File: config.mk
export PLATFORM = sky130hd
export DESIGN_NAME = pdmc_power_controller
export DESIGN_NICKNAME = d
export VERILOG_FILES = /design/src/hw/pdmc_pkg.sv /design/src/hw/pdmc_power_controller.sv
export SDC_FILE = /design/constraint.sdc
export NUM_CORES = 1
export LEC_CHECK = 0
export ABC_AREA = 1
export BUFFER_PORTS_ARGS = -buffer_cell sky130_fd_sc_hd__buf_2
export CAP_MARGIN = 20
export CORE_ASPECT_RATIO = 1.75
export CORE_UTILIZATION = 42
export DETAILED_ROUTE_END_ITERATION = 6
export GPL_TIMING_DRIVEN = 1
export PLACE_DENSITY_LB_ADDON = 0.15
export SKIP_CTS_REPAIR_TIMING = 1
export SYNTH_ARGS = -nofsm -noshare
export SYNTH_HDL_FRONTEND = slang
export SYNTH_SLANG_ARGS = --single-unit
File: constraint.sdc
create_clock -name clock -period 1.91 [get_ports clock]
set_input_delay 0.4775 -clock clock [delete_from_list [all_inputs] [get_ports clock]]
set_output_delay 0.4775 -clock clock [all_outputs]
set_load 0.05 [all_outputs]
File: src/hw/pdmc_pkg.sv
// Purpose: shared constants for the power domain mode controller
// Assumes: 40 MHz controller clock
// Notes: addresses are byte addresses on the system map
package pdmc_pkg;

  localparam int DOMAIN_COUNT = 6;
  localparam int SRAM_BLOCKS = 7;
  localparam logic [31:0] SRAM_BASE = 32'h0010_0000;
  localparam logic [31:0] SRAM_END = 32'h0013_3fff;
  localparam int SRAM_BLOCK_SHIFT = 15;
  localparam logic [SRAM_BLOCKS-1:0] SRAM_FIRST_ONLY = 7'h01;

  localparam logic [31:0] WAKE_VOLT_ADDR = 32'h2020_1048;
  localparam int WAKE_VOLT_BIT = 0;
  localparam logic WAKE_VOLT_RESET = 1'h0;

  localparam int TRIM_WIDTH = 4;
  localparam logic [TRIM_WIDTH-1:0] TRIM_NOMINAL = 4'hf;

  localparam int CLOCK_PERIOD_PS = 25000;
  localparam int SETTLE_TIME_NS = 1000;
  localparam int SETTLE_CYCLES = (SETTLE_TIME_NS * 1000 + CLOCK_PERIOD_PS - 1) / CLOCK_PERIOD_PS;
  localparam int SETTLE_WIDTH = $clog2(SETTLE_CYCLES + 1);

  typedef enum logic [3:0] {
    ST_ACTIVE = 4'h0,
    ST_ACTIVE_LOW = 4'h1,
    ST_SLEEP = 4'h2,
    ST_SLEEP_LOW = 4'h3,
    ST_EXT_SLEEP = 4'h4,
    ST_DEEP_POWER_DOWN_SELECT = 4'h5,
    ST_DOWN_PERIPH = 4'h6,
    ST_DOWN_CORE = 4'h7,
    ST_UP_SRAM = 4'h8,
    ST_UP_CORE = 4'h9,
    ST_RELEASE = 4'ha
  } pdmc_state_e;

  typedef enum logic [2:0] {
    MODE_ACTIVE = 3'h0,
    MODE_ACTIVE_LOW = 3'h1,
    MODE_SLEEP = 3'h2,
    MODE_SLEEP_LOW = 3'h3,
    MODE_EXT_SLEEP = 3'h4,
    MODE_DEEP_POWER_DOWN_SELECT = 3'h5
  } pdmc_mode_e;

endpackage : pdmc_pkg

File: src/hw/pdmc_power_controller.sv
// Purpose: power mode sequencer for the six power domains
// Assumes: all inputs synchronous to clock; cpuWfi is a one-cycle pulse
// Notes: voltage outputs are 1 for 1.1V and 0 for 0.9V
`timescale 1ns/1ps
`default_nettype none

module pdmc_power_controller #(
  parameter int ANALOG_COUNT = 8,
  parameter int SETTLE_COUNT = pdmc_pkg::SETTLE_CYCLES
) (
  input wire logic clock,
  input wire logic resetn,
  input wire logic clockEnable,
  input wire logic regWrite,
  input wire logic [31:0] regAddr,
  input wire logic [31:0] regWdata,
  output logic [31:0] regRdata,
  input wire logic cpuWfi,
  input wire logic deep_power_down_select,
  input wire logic interruptPending,
  input wire logic external_wake_interrupt,
  input wire logic radio_low_power_counter,
  input wire logic rtcWakeInterrupt,
  input wire logic lowSpeedRunRequest,
  input wire logic perPowerRequest,
  input wire logic perVoltHighRequest,
  input wire logic radioPowerRequest,
  input wire logic radioVoltHighRequest,
  input wire logic [pdmc_pkg::SRAM_BLOCKS-1:0] sramPowerRequest,
  input wire logic [pdmc_pkg::SRAM_BLOCKS-1:0] sramRetainRequest,
  input wire logic [pdmc_pkg::TRIM_WIDTH-1:0] sramRetentionTrim,
  input wire logic [ANALOG_COUNT-1:0] analogPowerRequest,
  input wire logic [31:0] memAddr,
  output logic [pdmc_pkg::SRAM_BLOCKS-1:0] sramBlockSelect,
  output logic awoPowerOn,
  output logic awoSlowClock,
  output logic cpuPowerOn,
  output logic cpuVoltHigh,
  output logic cpuClockGated,
  output logic cpuResetHold,
  output logic perPowerOn,
  output logic perVoltHigh,
  output logic radioPowerOn,
  output logic radioVoltHigh,
  output logic [pdmc_pkg::SRAM_BLOCKS-1:0] sramPowerOn,
  output logic [pdmc_pkg::SRAM_BLOCKS-1:0] sramRetain,
  output logic [pdmc_pkg::TRIM_WIDTH-1:0] sramSupplyTrim,
  output logic [ANALOG_COUNT-1:0] analogPowerOn,
  output logic [2:0] powerMode,
  output logic sequenceBusy
);

  if (ANALOG_COUNT < 1) begin : g_bad_analog
    $error("ANALOG_COUNT must be at least 1");
  end
  if (SETTLE_COUNT < 1 || SETTLE_COUNT >= (1 << 16)) begin : g_bad_settle
    $error("SETTLE_COUNT must lie in 1..65535");
  end

  localparam int CW = 16;
  localparam logic [CW-1:0] SETTLE_LOAD = CW'(SETTLE_COUNT);
  localparam int NB = pdmc_pkg::SRAM_BLOCKS;

  //////////////////////////////////////////////////////////////////////////////
  // helpers

  function automatic logic [NB-1:0] sramDecode(input logic [31:0] addr);
    logic [31:0] offset;
    logic [NB-1:0] hit;
    offset = addr - pdmc_pkg::SRAM_BASE;
    hit = '0;
    for (int i = 0; i < NB; i++) begin
      if (addr >= pdmc_pkg::SRAM_BASE && addr <= pdmc_pkg::SRAM_END &&
          (offset >> pdmc_pkg::SRAM_BLOCK_SHIFT) == 32'(i)) begin
        hit[i] = 1'b1;
      end
    end
    return hit;
  endfunction : sramDecode

  function automatic logic isRunning(input pdmc_pkg::pdmc_state_e s);
    return s == pdmc_pkg::ST_ACTIVE || s == pdmc_pkg::ST_ACTIVE_LOW ||
           s == pdmc_pkg::ST_SLEEP || s == pdmc_pkg::ST_SLEEP_LOW;
  endfunction : isRunning

  //////////////////////////////////////////////////////////////////////////////
  // state

  pdmc_pkg::pdmc_state_e state_q, state_d;
  logic [CW-1:0] settle_q, settle_d;
  logic deepTarget_q, deepTarget_d;
  logic wakeVolt_q, wakeVolt_d;
  logic [31:0] regRdata_q, regRdata_d;
  logic [NB-1:0] sramSel_q, sramSel_d;
  logic awoOn_q;
  logic slowClock_q, slowClock_d;
  logic cpuOn_q, cpuOn_d;
  logic cpuHigh_q, cpuHigh_d;
  logic gated_q, gated_d;
  logic hold_q, hold_d;
  logic perOn_q, perOn_d;
  logic perHigh_q, perHigh_d;
  logic radioOn_q, radioOn_d;
  logic radioHigh_q, radioHigh_d;
  logic [NB-1:0] sramOn_q, sramOn_d;
  logic [NB-1:0] retain_q, retain_d;
  logic [pdmc_pkg::TRIM_WIDTH-1:0] trim_q, trim_d;
  logic [ANALOG_COUNT-1:0] analogOn_q, analogOn_d;
  logic [2:0] mode_q, mode_d;
  logic busy_q, busy_d;

  //////////////////////////////////////////////////////////////////////////////
  // decode

  wire logic wakeAny = external_wake_interrupt | radio_low_power_counter | rtcWakeInterrupt;
  wire logic retainAny = |(sramOn_q & sramRetainRequest);
  wire logic settleDone = settle_q == '0;
  wire logic regHit = regAddr == pdmc_pkg::WAKE_VOLT_ADDR;
  wire logic [NB-1:0] sramWanted = (sramPowerRequest == '0) ? pdmc_pkg::SRAM_FIRST_ONLY : sramPowerRequest;
  wire logic runNext = isRunning(state_d);
  wire logic enterDownCore = state_d == pdmc_pkg::ST_DOWN_CORE && state_q == pdmc_pkg::ST_DOWN_PERIPH;
  wire logic keepRetain = state_d == pdmc_pkg::ST_DOWN_CORE || state_d == pdmc_pkg::ST_EXT_SLEEP;
  wire logic coreDown = state_d == pdmc_pkg::ST_DOWN_CORE || state_d == pdmc_pkg::ST_EXT_SLEEP ||
                        state_d == pdmc_pkg::ST_DEEP_POWER_DOWN_SELECT || state_d == pdmc_pkg::ST_UP_SRAM;
  wire logic waking = state_d == pdmc_pkg::ST_UP_SRAM || state_d == pdmc_pkg::ST_UP_CORE ||
                      state_d == pdmc_pkg::ST_RELEASE;

  //////////////////////////////////////////////////////////////////////////////
  // mode sequencer

  always_comb begin
    state_d = state_q;
    deepTarget_d = deepTarget_q;
    case (state_q)
      pdmc_pkg::ST_ACTIVE: begin
        if (cpuWfi && !deep_power_down_select) begin
          state_d = pdmc_pkg::ST_SLEEP;
        end else if (cpuWfi) begin
          state_d = pdmc_pkg::ST_DOWN_PERIPH;
          deepTarget_d = !retainAny;
        end else if (lowSpeedRunRequest) begin
          state_d = pdmc_pkg::ST_ACTIVE_LOW;
        end
      end
      pdmc_pkg::ST_ACTIVE_LOW: begin
        if (cpuWfi && !deep_power_down_select) begin
          state_d = pdmc_pkg::ST_SLEEP_LOW;
        end else if (cpuWfi) begin
          state_d = pdmc_pkg::ST_DOWN_PERIPH;
          deepTarget_d = !retainAny;
        end else if (!lowSpeedRunRequest) begin
          state_d = pdmc_pkg::ST_ACTIVE;
        end
      end
      pdmc_pkg::ST_SLEEP: begin
        if (interruptPending) begin
          state_d = pdmc_pkg::ST_ACTIVE;
        end
      end
      pdmc_pkg::ST_SLEEP_LOW: begin
        if (interruptPending) begin
          state_d = pdmc_pkg::ST_ACTIVE_LOW;
        end
      end
      pdmc_pkg::ST_DOWN_PERIPH: begin
        if (settleDone) begin
          state_d = pdmc_pkg::ST_DOWN_CORE;
        end
      end
      pdmc_pkg::ST_DOWN_CORE: begin
        if (settleDone) begin
          state_d = deepTarget_q ? pdmc_pkg::ST_DEEP_POWER_DOWN_SELECT : pdmc_pkg::ST_EXT_SLEEP;
        end
      end
      pdmc_pkg::ST_EXT_SLEEP, pdmc_pkg::ST_DEEP_POWER_DOWN_SELECT: begin
        if (wakeAny) begin
          state_d = pdmc_pkg::ST_UP_SRAM;
        end
      end
      pdmc_pkg::ST_UP_SRAM: begin
        if (settleDone) begin
          state_d = pdmc_pkg::ST_UP_CORE;
        end
      end
      pdmc_pkg::ST_UP_CORE: begin
        if (settleDone) begin
          state_d = pdmc_pkg::ST_RELEASE;
        end
      end
      pdmc_pkg::ST_RELEASE: begin
        state_d = wakeVolt_q ? pdmc_pkg::ST_ACTIVE_LOW : pdmc_pkg::ST_ACTIVE;
      end
      default: begin
        state_d = pdmc_pkg::ST_ACTIVE;
      end
    endcase
  end

  // each sequence step except release waits one settle interval after it is entered
  assign settle_d = (state_d != state_q) ? SETTLE_LOAD : (settleDone ? settle_q : settle_q - 1'b1);

  //////////////////////////////////////////////////////////////////////////////
  // domain controls

  always_comb begin
    cpuHigh_d = cpuHigh_q;
    case (state_d)
      pdmc_pkg::ST_ACTIVE, pdmc_pkg::ST_SLEEP: cpuHigh_d = 1'b1;
      pdmc_pkg::ST_ACTIVE_LOW, pdmc_pkg::ST_SLEEP_LOW: cpuHigh_d = 1'b0;
      pdmc_pkg::ST_UP_SRAM, pdmc_pkg::ST_UP_CORE, pdmc_pkg::ST_RELEASE: cpuHigh_d = !wakeVolt_q;
      default: cpuHigh_d = cpuHigh_q;
    endcase
  end

  always_comb begin
    mode_d = mode_q;
    case (state_d)
      pdmc_pkg::ST_ACTIVE: mode_d = pdmc_pkg::MODE_ACTIVE;
      pdmc_pkg::ST_ACTIVE_LOW: mode_d = pdmc_pkg::MODE_ACTIVE_LOW;
      pdmc_pkg::ST_SLEEP: mode_d = pdmc_pkg::MODE_SLEEP;
      pdmc_pkg::ST_SLEEP_LOW: mode_d = pdmc_pkg::MODE_SLEEP_LOW;
      pdmc_pkg::ST_EXT_SLEEP: mode_d = pdmc_pkg::MODE_EXT_SLEEP;
      pdmc_pkg::ST_DEEP_POWER_DOWN_SELECT: mode_d = pdmc_pkg::MODE_DEEP_POWER_DOWN_SELECT;
      default: mode_d = mode_q;
    endcase
  end

  assign cpuOn_d = !coreDown;
  assign hold_d = !runNext && state_d != pdmc_pkg::ST_RELEASE;
  assign gated_d = hold_d || state_d == pdmc_pkg::ST_SLEEP || state_d == pdmc_pkg::ST_SLEEP_LOW;
  assign slowClock_d = state_d == pdmc_pkg::ST_EXT_SLEEP || state_d == pdmc_pkg::ST_DEEP_POWER_DOWN_SELECT;
  assign busy_d = !runNext && !slowClock_d;

  // peripheral and radio power only follow software while the core runs; their voltage requests pass through always
  assign perOn_d = runNext && perPowerRequest;
  assign radioOn_d = runNext && radioPowerRequest;
  assign perHigh_d = perVoltHighRequest;
  assign radioHigh_d = radioVoltHighRequest;

  // sram stays as it was while the peripherals drop, then retained or off
  assign sramOn_d = (runNext || waking) ? sramWanted :
                    (state_d == pdmc_pkg::ST_DOWN_PERIPH ? sramOn_q : '0);
  assign retain_d = enterDownCore ? (sramOn_q & sramRetainRequest) : (keepRetain ? retain_q : '0);
  assign trim_d = (retain_d != '0) ? sramRetentionTrim : pdmc_pkg::TRIM_NOMINAL;

  generate
    for (genvar a = 0; a < ANALOG_COUNT; a++) begin : g_analog
      assign analogOn_d[a] = runNext && analogPowerRequest[a];
    end
  endgenerate

  //////////////////////////////////////////////////////////////////////////////
  // register port and sram decode

  assign wakeVolt_d = (regWrite && regHit) ? regWdata[pdmc_pkg::WAKE_VOLT_BIT] : wakeVolt_q;
  assign regRdata_d = regHit ? {31'h0, wakeVolt_q} : 32'h0;
  assign sramSel_d = sramDecode(memAddr);

  //////////////////////////////////////////////////////////////////////////////
  // flops

  always_ff @(posedge clock) begin
    if (!resetn) begin
      state_q <= pdmc_pkg::ST_ACTIVE;
      settle_q <= '0;
      deepTarget_q <= 1'b0;
      wakeVolt_q <= pdmc_pkg::WAKE_VOLT_RESET;
      regRdata_q <= '0;
      sramSel_q <= '0;
      mode_q <= pdmc_pkg::MODE_ACTIVE;
      busy_q <= 1'b0;
    end else if (clockEnable) begin
      state_q <= state_d;
      settle_q <= settle_d;
      deepTarget_q <= deepTarget_d;
      wakeVolt_q <= wakeVolt_d;
      regRdata_q <= regRdata_d;
      sramSel_q <= sramSel_d;
      mode_q <= mode_d;
      busy_q <= busy_d;
    end
  end

  // power on reset: every domain up, core at 1.1V, all sram blocks on
  always_ff @(posedge clock) begin
    if (!resetn) begin
      awoOn_q <= 1'b1;
      slowClock_q <= 1'b0;
      cpuOn_q <= 1'b1;
      cpuHigh_q <= 1'b1;
      gated_q <= 1'b0;
      hold_q <= 1'b0;
      perOn_q <= 1'b1;
      perHigh_q <= 1'b1;
      radioOn_q <= 1'b1;
      radioHigh_q <= 1'b1;
      sramOn_q <= '1;
      retain_q <= '0;
      trim_q <= pdmc_pkg::TRIM_NOMINAL;
      analogOn_q <= '1;
    end else if (clockEnable) begin
      awoOn_q <= 1'b1;
      slowClock_q <= slowClock_d;
      cpuOn_q <= cpuOn_d;
      cpuHigh_q <= cpuHigh_d;
      gated_q <= gated_d;
      hold_q <= hold_d;
      perOn_q <= perOn_d;
      perHigh_q <= perHigh_d;
      radioOn_q <= radioOn_d;
      radioHigh_q <= radioHigh_d;
      sramOn_q <= sramOn_d;
      retain_q <= retain_d;
      trim_q <= trim_d;
      analogOn_q <= analogOn_d;
    end
  end

  //////////////////////////////////////////////////////////////////////////////
  // outputs

  assign regRdata = regRdata_q;
  assign sramBlockSelect = sramSel_q;
  assign awoPowerOn = awoOn_q;
  assign awoSlowClock = slowClock_q;
  assign cpuPowerOn = cpuOn_q;
  assign cpuVoltHigh = cpuHigh_q;
  assign cpuClockGated = gated_q;
  assign cpuResetHold = hold_q;
  assign perPowerOn = perOn_q;
  assign perVoltHigh = perHigh_q;
  assign radioPowerOn = radioOn_q;
  assign radioVoltHigh = radioHigh_q;
  assign sramPowerOn = sramOn_q;
  assign sramRetain = retain_q;
  assign sramSupplyTrim = trim_q;
  assign analogPowerOn = analogOn_q;
  assign powerMode = mode_q;
  assign sequenceBusy = busy_q;

endmodule : pdmc_power_controller

`default_nettype wire

Word level (Yosys, flattened, before mapping) --
Index checks and enable logic that the tools add are counted. Widths: inputs -> output; s select.
Storage, ports and cells: word-level logic and storage cells 155, input port bits 137, bits in registers 100
Cells by class: reduce and logical (&&, ||, !) cells 61, equal/unequal tests 31, add/subtract/negate cells 2, bitwise gates (word level) 4, multiplexer cells 34, $lt $le $gt $ge 2
Operators with widths (number):
- $mux 4 | 14
- $eq 17x3->1 const B | 3
- $pmux 4 s10 | 1
- $mux 7 | 5
- $eq 17x2->1 const B | 2
- $eq 32x30->1 const B | 1
- $eq 4x3->1 const B | 8
- $ge 32x21->1 const B | 1
- $le 32x21->1 const B | 1
- $logic_not 32->1 | 1
- $mux 16 | 2
- $sub 32x21->32 const B | 1
- $eq 4x4->1 const B | 6
- $logic_and 1x1->1 | 23
- $pmux 3 s6 | 1
- $eq 17x1->1 const B | 1
- $eq 4x2->1 const B | 4
- $logic_not 16->1 | 1
- $sub 16x1->16 const B | 1
- $logic_or 1x1->1 | 12
- $mux 1 | 10
- $reduce_and 2->1 | 5
- $eq 4x1->1 const B | 2
- $logic_not 4->1 | 2
- 17 further kinds | 26

Longest topological paths before layout --
depth in word-level cells 12, depth in mapped cells 20, mapped depth without buffers 18

Least setup slack after synthesis --
OpenSTA, ideal clock, no wires.
path type reg2reg, start point reg settle_q[0], end point reg trim_q, in the netlist sramSupplyTrim[0], cell stages (with the launch flop) 18, data arrival time 1.966 ns, path buffers 0, setup slack -0.171 ns, cell sequence dfxtp_1 -> inv_1 -> ha_1 -> nand2_2 -> nor2_2 -> nand2_1 -> nand2_1 -> inv_1 -> nor2_2 -> nand4_1 -> nand2_4 -> inv_1 -> nor2_1 -> nor2_1 -> nand2_1 -> nand2_1 -> nand2_1 -> nand2_1
On the way: cells in the longest elaborated chain, start to end 9
Ends and longest elaborated chain:
- start: declaration | RTL line pdmc_power_controller.sv:90 | logic [CW-1:0] settle_q, settle_d;
- start signal: assignment | RTL line pdmc_power_controller.sv:274 | settle_q <= settle_d;
- $logic_not 16->1 (*) | RTL line pdmc_power_controller.sv:117 | wire logic settleDone = settle_q == '0;
- $mux 4 (on tied branches)
- $pmux 4 s10 (*) | RTL line pdmc_power_controller.sv:134 | case (state_q)
- $eq 4x3->1 (on tied branches) | RTL line pdmc_power_controller.sv:121, pdmc_power_controller.sv:122
- $logic_or 1x1->1 | RTL line pdmc_power_controller.sv:122 | wire logic keepRetain = state_d == pdmc_pkg::ST_DOWN_CORE || state_d == pdmc_pkg::ST_EXT_SLEEP;
- $mux 7 | RTL line pdmc_power_controller.sv:243 | assign retain_d = enterDownCore ? (sramOn_q & sramRetainRequest) : (keepRetain ? retain_q : '0);
- $mux 7 (*) | RTL line pdmc_power_controller.sv:243
- $reduce_bool 7->1 (*) | RTL line pdmc_power_controller.sv:244 | assign trim_d = (retain_d != '0) ? sramRetentionTrim : pdmc_pkg::TRIM_NOMINAL;
- $mux 4 (*) | RTL line pdmc_power_controller.sv:244
- end signal: assignment | RTL line pdmc_power_controller.sv:299 | trim_q <= pdmc_pkg::TRIM_NOMINAL;
- end signal: assignment | RTL line pdmc_power_controller.sv:314 | trim_q <= trim_d;
- end: declaration | RTL line pdmc_power_controller.sv:107 | logic [pdmc_pkg::TRIM_WIDTH-1:0] trim_q, trim_d;
Every way passes the cells marked *; elsewhere a longest branch is shown, timed or not. A chain may end at the register's enable or synchronous reset.

Worst setup path in the final report --
start point reg settle_q[0], end point reg settle_q[11]
On the way: cells in the longest elaborated chain, start to end 6
Ends and longest elaborated chain:
- $logic_not 16->1 | RTL line pdmc_power_controller.sv:117
- $mux 4 (on tied branches)
- $pmux 4 s10 | RTL line pdmc_power_controller.sv:134
- $ne 4x4->1 | RTL line pdmc_power_controller.sv:200 | assign settle_d = (state_d != state_q) ? SETTLE_LOAD : (settleDone ? settle_q : settle_q - 1'b1);
- $ne 2x1->1 (no line)
- $reduce_and 2->1 (no line)
Several ways; a longest one is shown, not always the timed one. The select of a mux whose other input is x is not followed.

==> impl_metrics.csv <==
group,metric,value,unit
yosys,synth_area,4237,µm²
worst_setup_path,crit_type,"register to register",
die,top_level_ports,216,
routing,via_count,4936,
die,die_w,77.92,µm
worst_setup_path,endpoint_kind,"register",
power_and_ir_drop,power.share.combinational,42.2,%
place,portBuffers,152,
global_route,grt_pass1_wl,19200,µm
job,maxCapViolations,0,
sta,fmax,0.4686,GHz
sta,setup_violations,32,
die,die_height,134.9,µm
sta,finClkSkew,8.396,ps
worst_setup_path,worstPathMaxFanout,8,
yosys,synth_top_area_cell,"dfxtp_1",
global_route,antenna_found_initial,0,
yosys,synth-edff-count,0,
worst_setup_path,rrSetupSlack,-220,ps
routing,drt-vias-per-instance,5.047,
place,place_hpwl,9766,µm
worst_setup_path,crit_top_cell,"nand2_8",
yosys,synthArstFlopShare,0,%
sta,hold_viol,0,
worst_setup_path,rr_worst_depth,15,
power_and_ir_drop,power.total,0.005707,W
clock_tree,clockRootBuffer,"clkbuf_16",
power_and_ir_drop,switchingPower,0.002225,W
power_and_ir_drop,seqPwrFrac,29.1,%
worst_setup_path,crit_path_start_kind,"register",
clock_tree,clockBufferDepth,2,
finish,final_area,6287,µm²
power_and_ir_drop,p_sw_share,39.00,%
worst_hold_path,holdPathStages,3,
routing,wl_met1,4799,µm
clock_tree,cts_buffers,9,
worst_setup_path,crit_buf_inv,1,
finish,n_antenna_cell,0,
sta,slew_violations,0,
power_and_ir_drop,clkPwrFrac,28.7,%
routing,drc,0,
status,violations,"negative setup slack",
routing,dr_wl_met2,7165,µm
yosys,ys_seq_area_share,32.60,%
worst_setup_path,slowest_delay,320,ps
yosys,ys_types,41,
sta,slew_headroom,54.86,%
worst_setup_path,crit_arrival,2400,ps
die,start_util,43.01,%
clock_tree,cts_tree,"built",
worst_setup_path,r2r-start,"settle_q[0]$_SDFFE_PN0P_",
routing,first_iter_violations,170,
routing,ant_nets,0,
yosys,synth_area_per_cell,6.878,µm²
finish,final_nets,988,
clock_tree,clock_latency,340,ps
worst_hold_path,worst_hold_startpoint,"analogPowerRequest[7]",
clock_tree,clk_pin_slew,60,ps
finish,fillers,929,
worst_setup_path,critPathTopFamily,"simple AND/OR/NAND/NOR gates",
sta,tns,-3957,ps
sta,fin_ws,-224.0,ps
worst_hold_path,hold_end,"analogPowerOn[7]$_SDFFE_PN1P_",
die,core,9849,µm²
yosys,synth_seq_cells,69,
yosys,synthCells,616,
sta,fin_crit,2134,ps
finish,drive_gt1_share,42.67,%
die,dieArea,10510,µm²
worst_setup_path,path_cells,"inv_2 -> ha_4 -> nand2_4 -> nor2_4 -> nand2_2 -> a21oi_2 -> nor2_4 -> nand2_8 -> xor2_2 -> nand2_4 -> nand2_8 -> nand2_8 -> nand3_1 -> nand2_1 -> a21oi_1",
power_and_ir_drop,powerDensity,907.6,nW/µm²
clock_tree,h-tree-depth,3,
yosys,synth-main-ff-cell,"dfxtp_1",
yosys,synthTopCellsByArea,"dfxtp_1 33%, nand2_1 11%, a21oi_1 6.0%",
power_and_ir_drop,p_leak,3.067,nW
worst_setup_path,cp.required,2170,ps
clock_tree,cts.sinks,69,
routing,firstDrtPassIters,5,
global_route,grt_usage,23.04,%
global_route,overflow,0,
status,status,"finished with violations",
routing,wl_per_cell,13.18,µm
routing,drt_wl_total,12890,µm
power_and_ir_drop,ir_drop,0.7037,mV
worst_setup_path,reg2reg_to,"settle_q[11]$_SDFFE_PN0P_",
yosys,synth_top_area_share,32.60,%
power_and_ir_drop,intPower,0.003481,W
sta,rsz0062_at_grt,"yes",
place,place_ws,-324.0,ps
place,gp_congestion,0.8818,
sta,worst_slew_pin_slew,671.0,ps
global_route,grt_max_degree,28,
yosys,yosysWarningCount,0,
global_route,grt_pass1_vias,4526,
worst_setup_path,slowest_stage,"dfxtp_2",
worst_hold_path,hold_path.class,"input pin to register",
die,row_count,48,
routing,met3WireLength,549,µm
sta,period_share,111.7,%
routing,top_layer,"met4",
finish,area_delta_synth_final,48.41,%
place,dpl_cell_area,5608,µm²
-- layout make-up --
class / instances / area [µm²] / share of cell area (%)
multi-input combinational: 462 / 2731 / 43.44
timing repair buffer: 240 / 1433 / 22.79
sequential: 69 / 1399 / 22.25
inverter: 65 / 266.5 / 4.239
clock buffer: 10 / 229.0 / 3.642
tap: 125 / 156.4 / 2.488
clock inverter: 6 / 63.81 / 1.015
timing repair inverter: 1 / 8.758 / 0.1393
-- cell usage after synthesis, types with 5 or more instances --
cell      count
nor2_2        6
a21oi_2       5
nor4_1       16
nor3_1       12
xor2_1        8
clkbuf_1     12
nor2_1       57
buf_4        34
nand4_1      28
nand2_2       8
xnor2_1       6
dfxtp_1      69
nand2_1     129
inv_1        58
nand2_4       6
a22oi_1      10
o21ai_0      19
a21oi_1      51
nand3_1      37
-- sequential cells by signal, indices dropped and copies added, names as in the netlist, 3 cells and up --
name and cells:
state_q 4, settle_q 16, analogPowerOn 8, powerMode 3, sramSupplyTrim 4, sramBlockSelect 7, sramPowerOn 7, sramRetain 7
-- metrics by stage --
stage / utilization (%) / instances / hold slack, ps
after floorplan: - / 646 / 436.8
after global placement: 56.94 / 955 / 437.6
after detailed placement: 56.94 / 955 / 449.6
after CTS: 59.91 / 971 / 340.2
after global routing: 63.83 / 978 / 352.3
final: 63.83 / 978 / 345.9
-- cell usage in the layout (no fill, tap or decap), drive strengths merged --
| cell type | n |
|---|---|
| buf | 240 |
| nand2 | 145 |
| dfxtp | 69 |
| nor2 | 66 |
| inv | 64 |
| a21oi | 56 |
| nand3 | 42 |
| conb | 32 |
| nand4 | 28 |
| o21ai | 23 |
| nor4 | 16 |
| nor3 | 12 |
| a22oi | 10 |
| clkbuf | 10 |
| xor2 | 9 |
| xnor2 | 6 |
| clkinv | 5 |
| a211oi | 3 |
| ha | 3 |
| o31ai | 2 |
| o211ai | 2 |
| nand3b | 2 |
| a31oi | 2 |
| clkinvlp | 2 |
| o21bai | 1 |
| a31o | 1 |
| a22o | 1 |
| bufinv | 1 |
-- power by group through the flow --
stage               combinational, W  clock, W  sequential, W
floorplan                    0.00124         0        0.00190
global placement             0.00207         0        0.00167
detailed placement           0.00210         0        0.00167
CTS                          0.00211   0.00167        0.00164
global route                 0.00259   0.00173        0.00167
finish                       0.00241   0.00164        0.00166
-- routing by layer --
layer  vias to the layer above  track usage, %
li1                       2465               -
met4                         0           11.32
met1                      2289           23.99
met3                        33           4.054
met5                         -               0
met2                       149           43.61
-- worst max-delay path by stage --
stage,from,to,cells past startpoint
after floorplan,state_q[0]$_SDFFE_PN0P_,settle_q[7]$_SDFFE_PN0P_,16
after global placement,cpuWfi,settle_q[14]$_SDFFE_PN0P_,15
after detailed placement,radio_low_power_counter,settle_q[8]$_SDFFE_PN0P_,13
after CTS,state_q[2]$_SDFFE_PN0P_,settle_q[8]$_SDFFE_PN0P_,16
after global routing,settle_q[12]$_SDFFE_PN0P_,settle_q[11]$_SDFFE_PN0P_,14
final,settle_q[0]$_SDFFE_PN0P_,settle_q[11]$_SDFFE_PN0P_,15
-- worst reg2reg max path, stage by stage, from the launching register on --
cell	delay, ps
dfxtp_2	320
inv_2	70
ha_4	150
nand2_4	80
nor2_4	120
nand2_2	90
a21oi_2	200
nor2_4	90
nand2_8	120
xor2_2	180
nand2_4	100
nand2_8	120
nand2_8	100
nand3_1	110
nand2_1	60
a21oi_1	140
-- logic make-up (layout without fill, tap and decap cells) --
kind of cell    Yosys count  after routing  share of synthesized area, %
flops                    69             69                         32.60
other cells               2             32                        0.1773
simple gates            309            311                         34.94
compound gates          101            101                         13.79
buf+inv                 117            322                         14.32
fa+ha+maj                 3              3                        0.8861
xor+xnor                 15             15                         3.278
No activity file was read; power rests on OpenSTA's default activity.
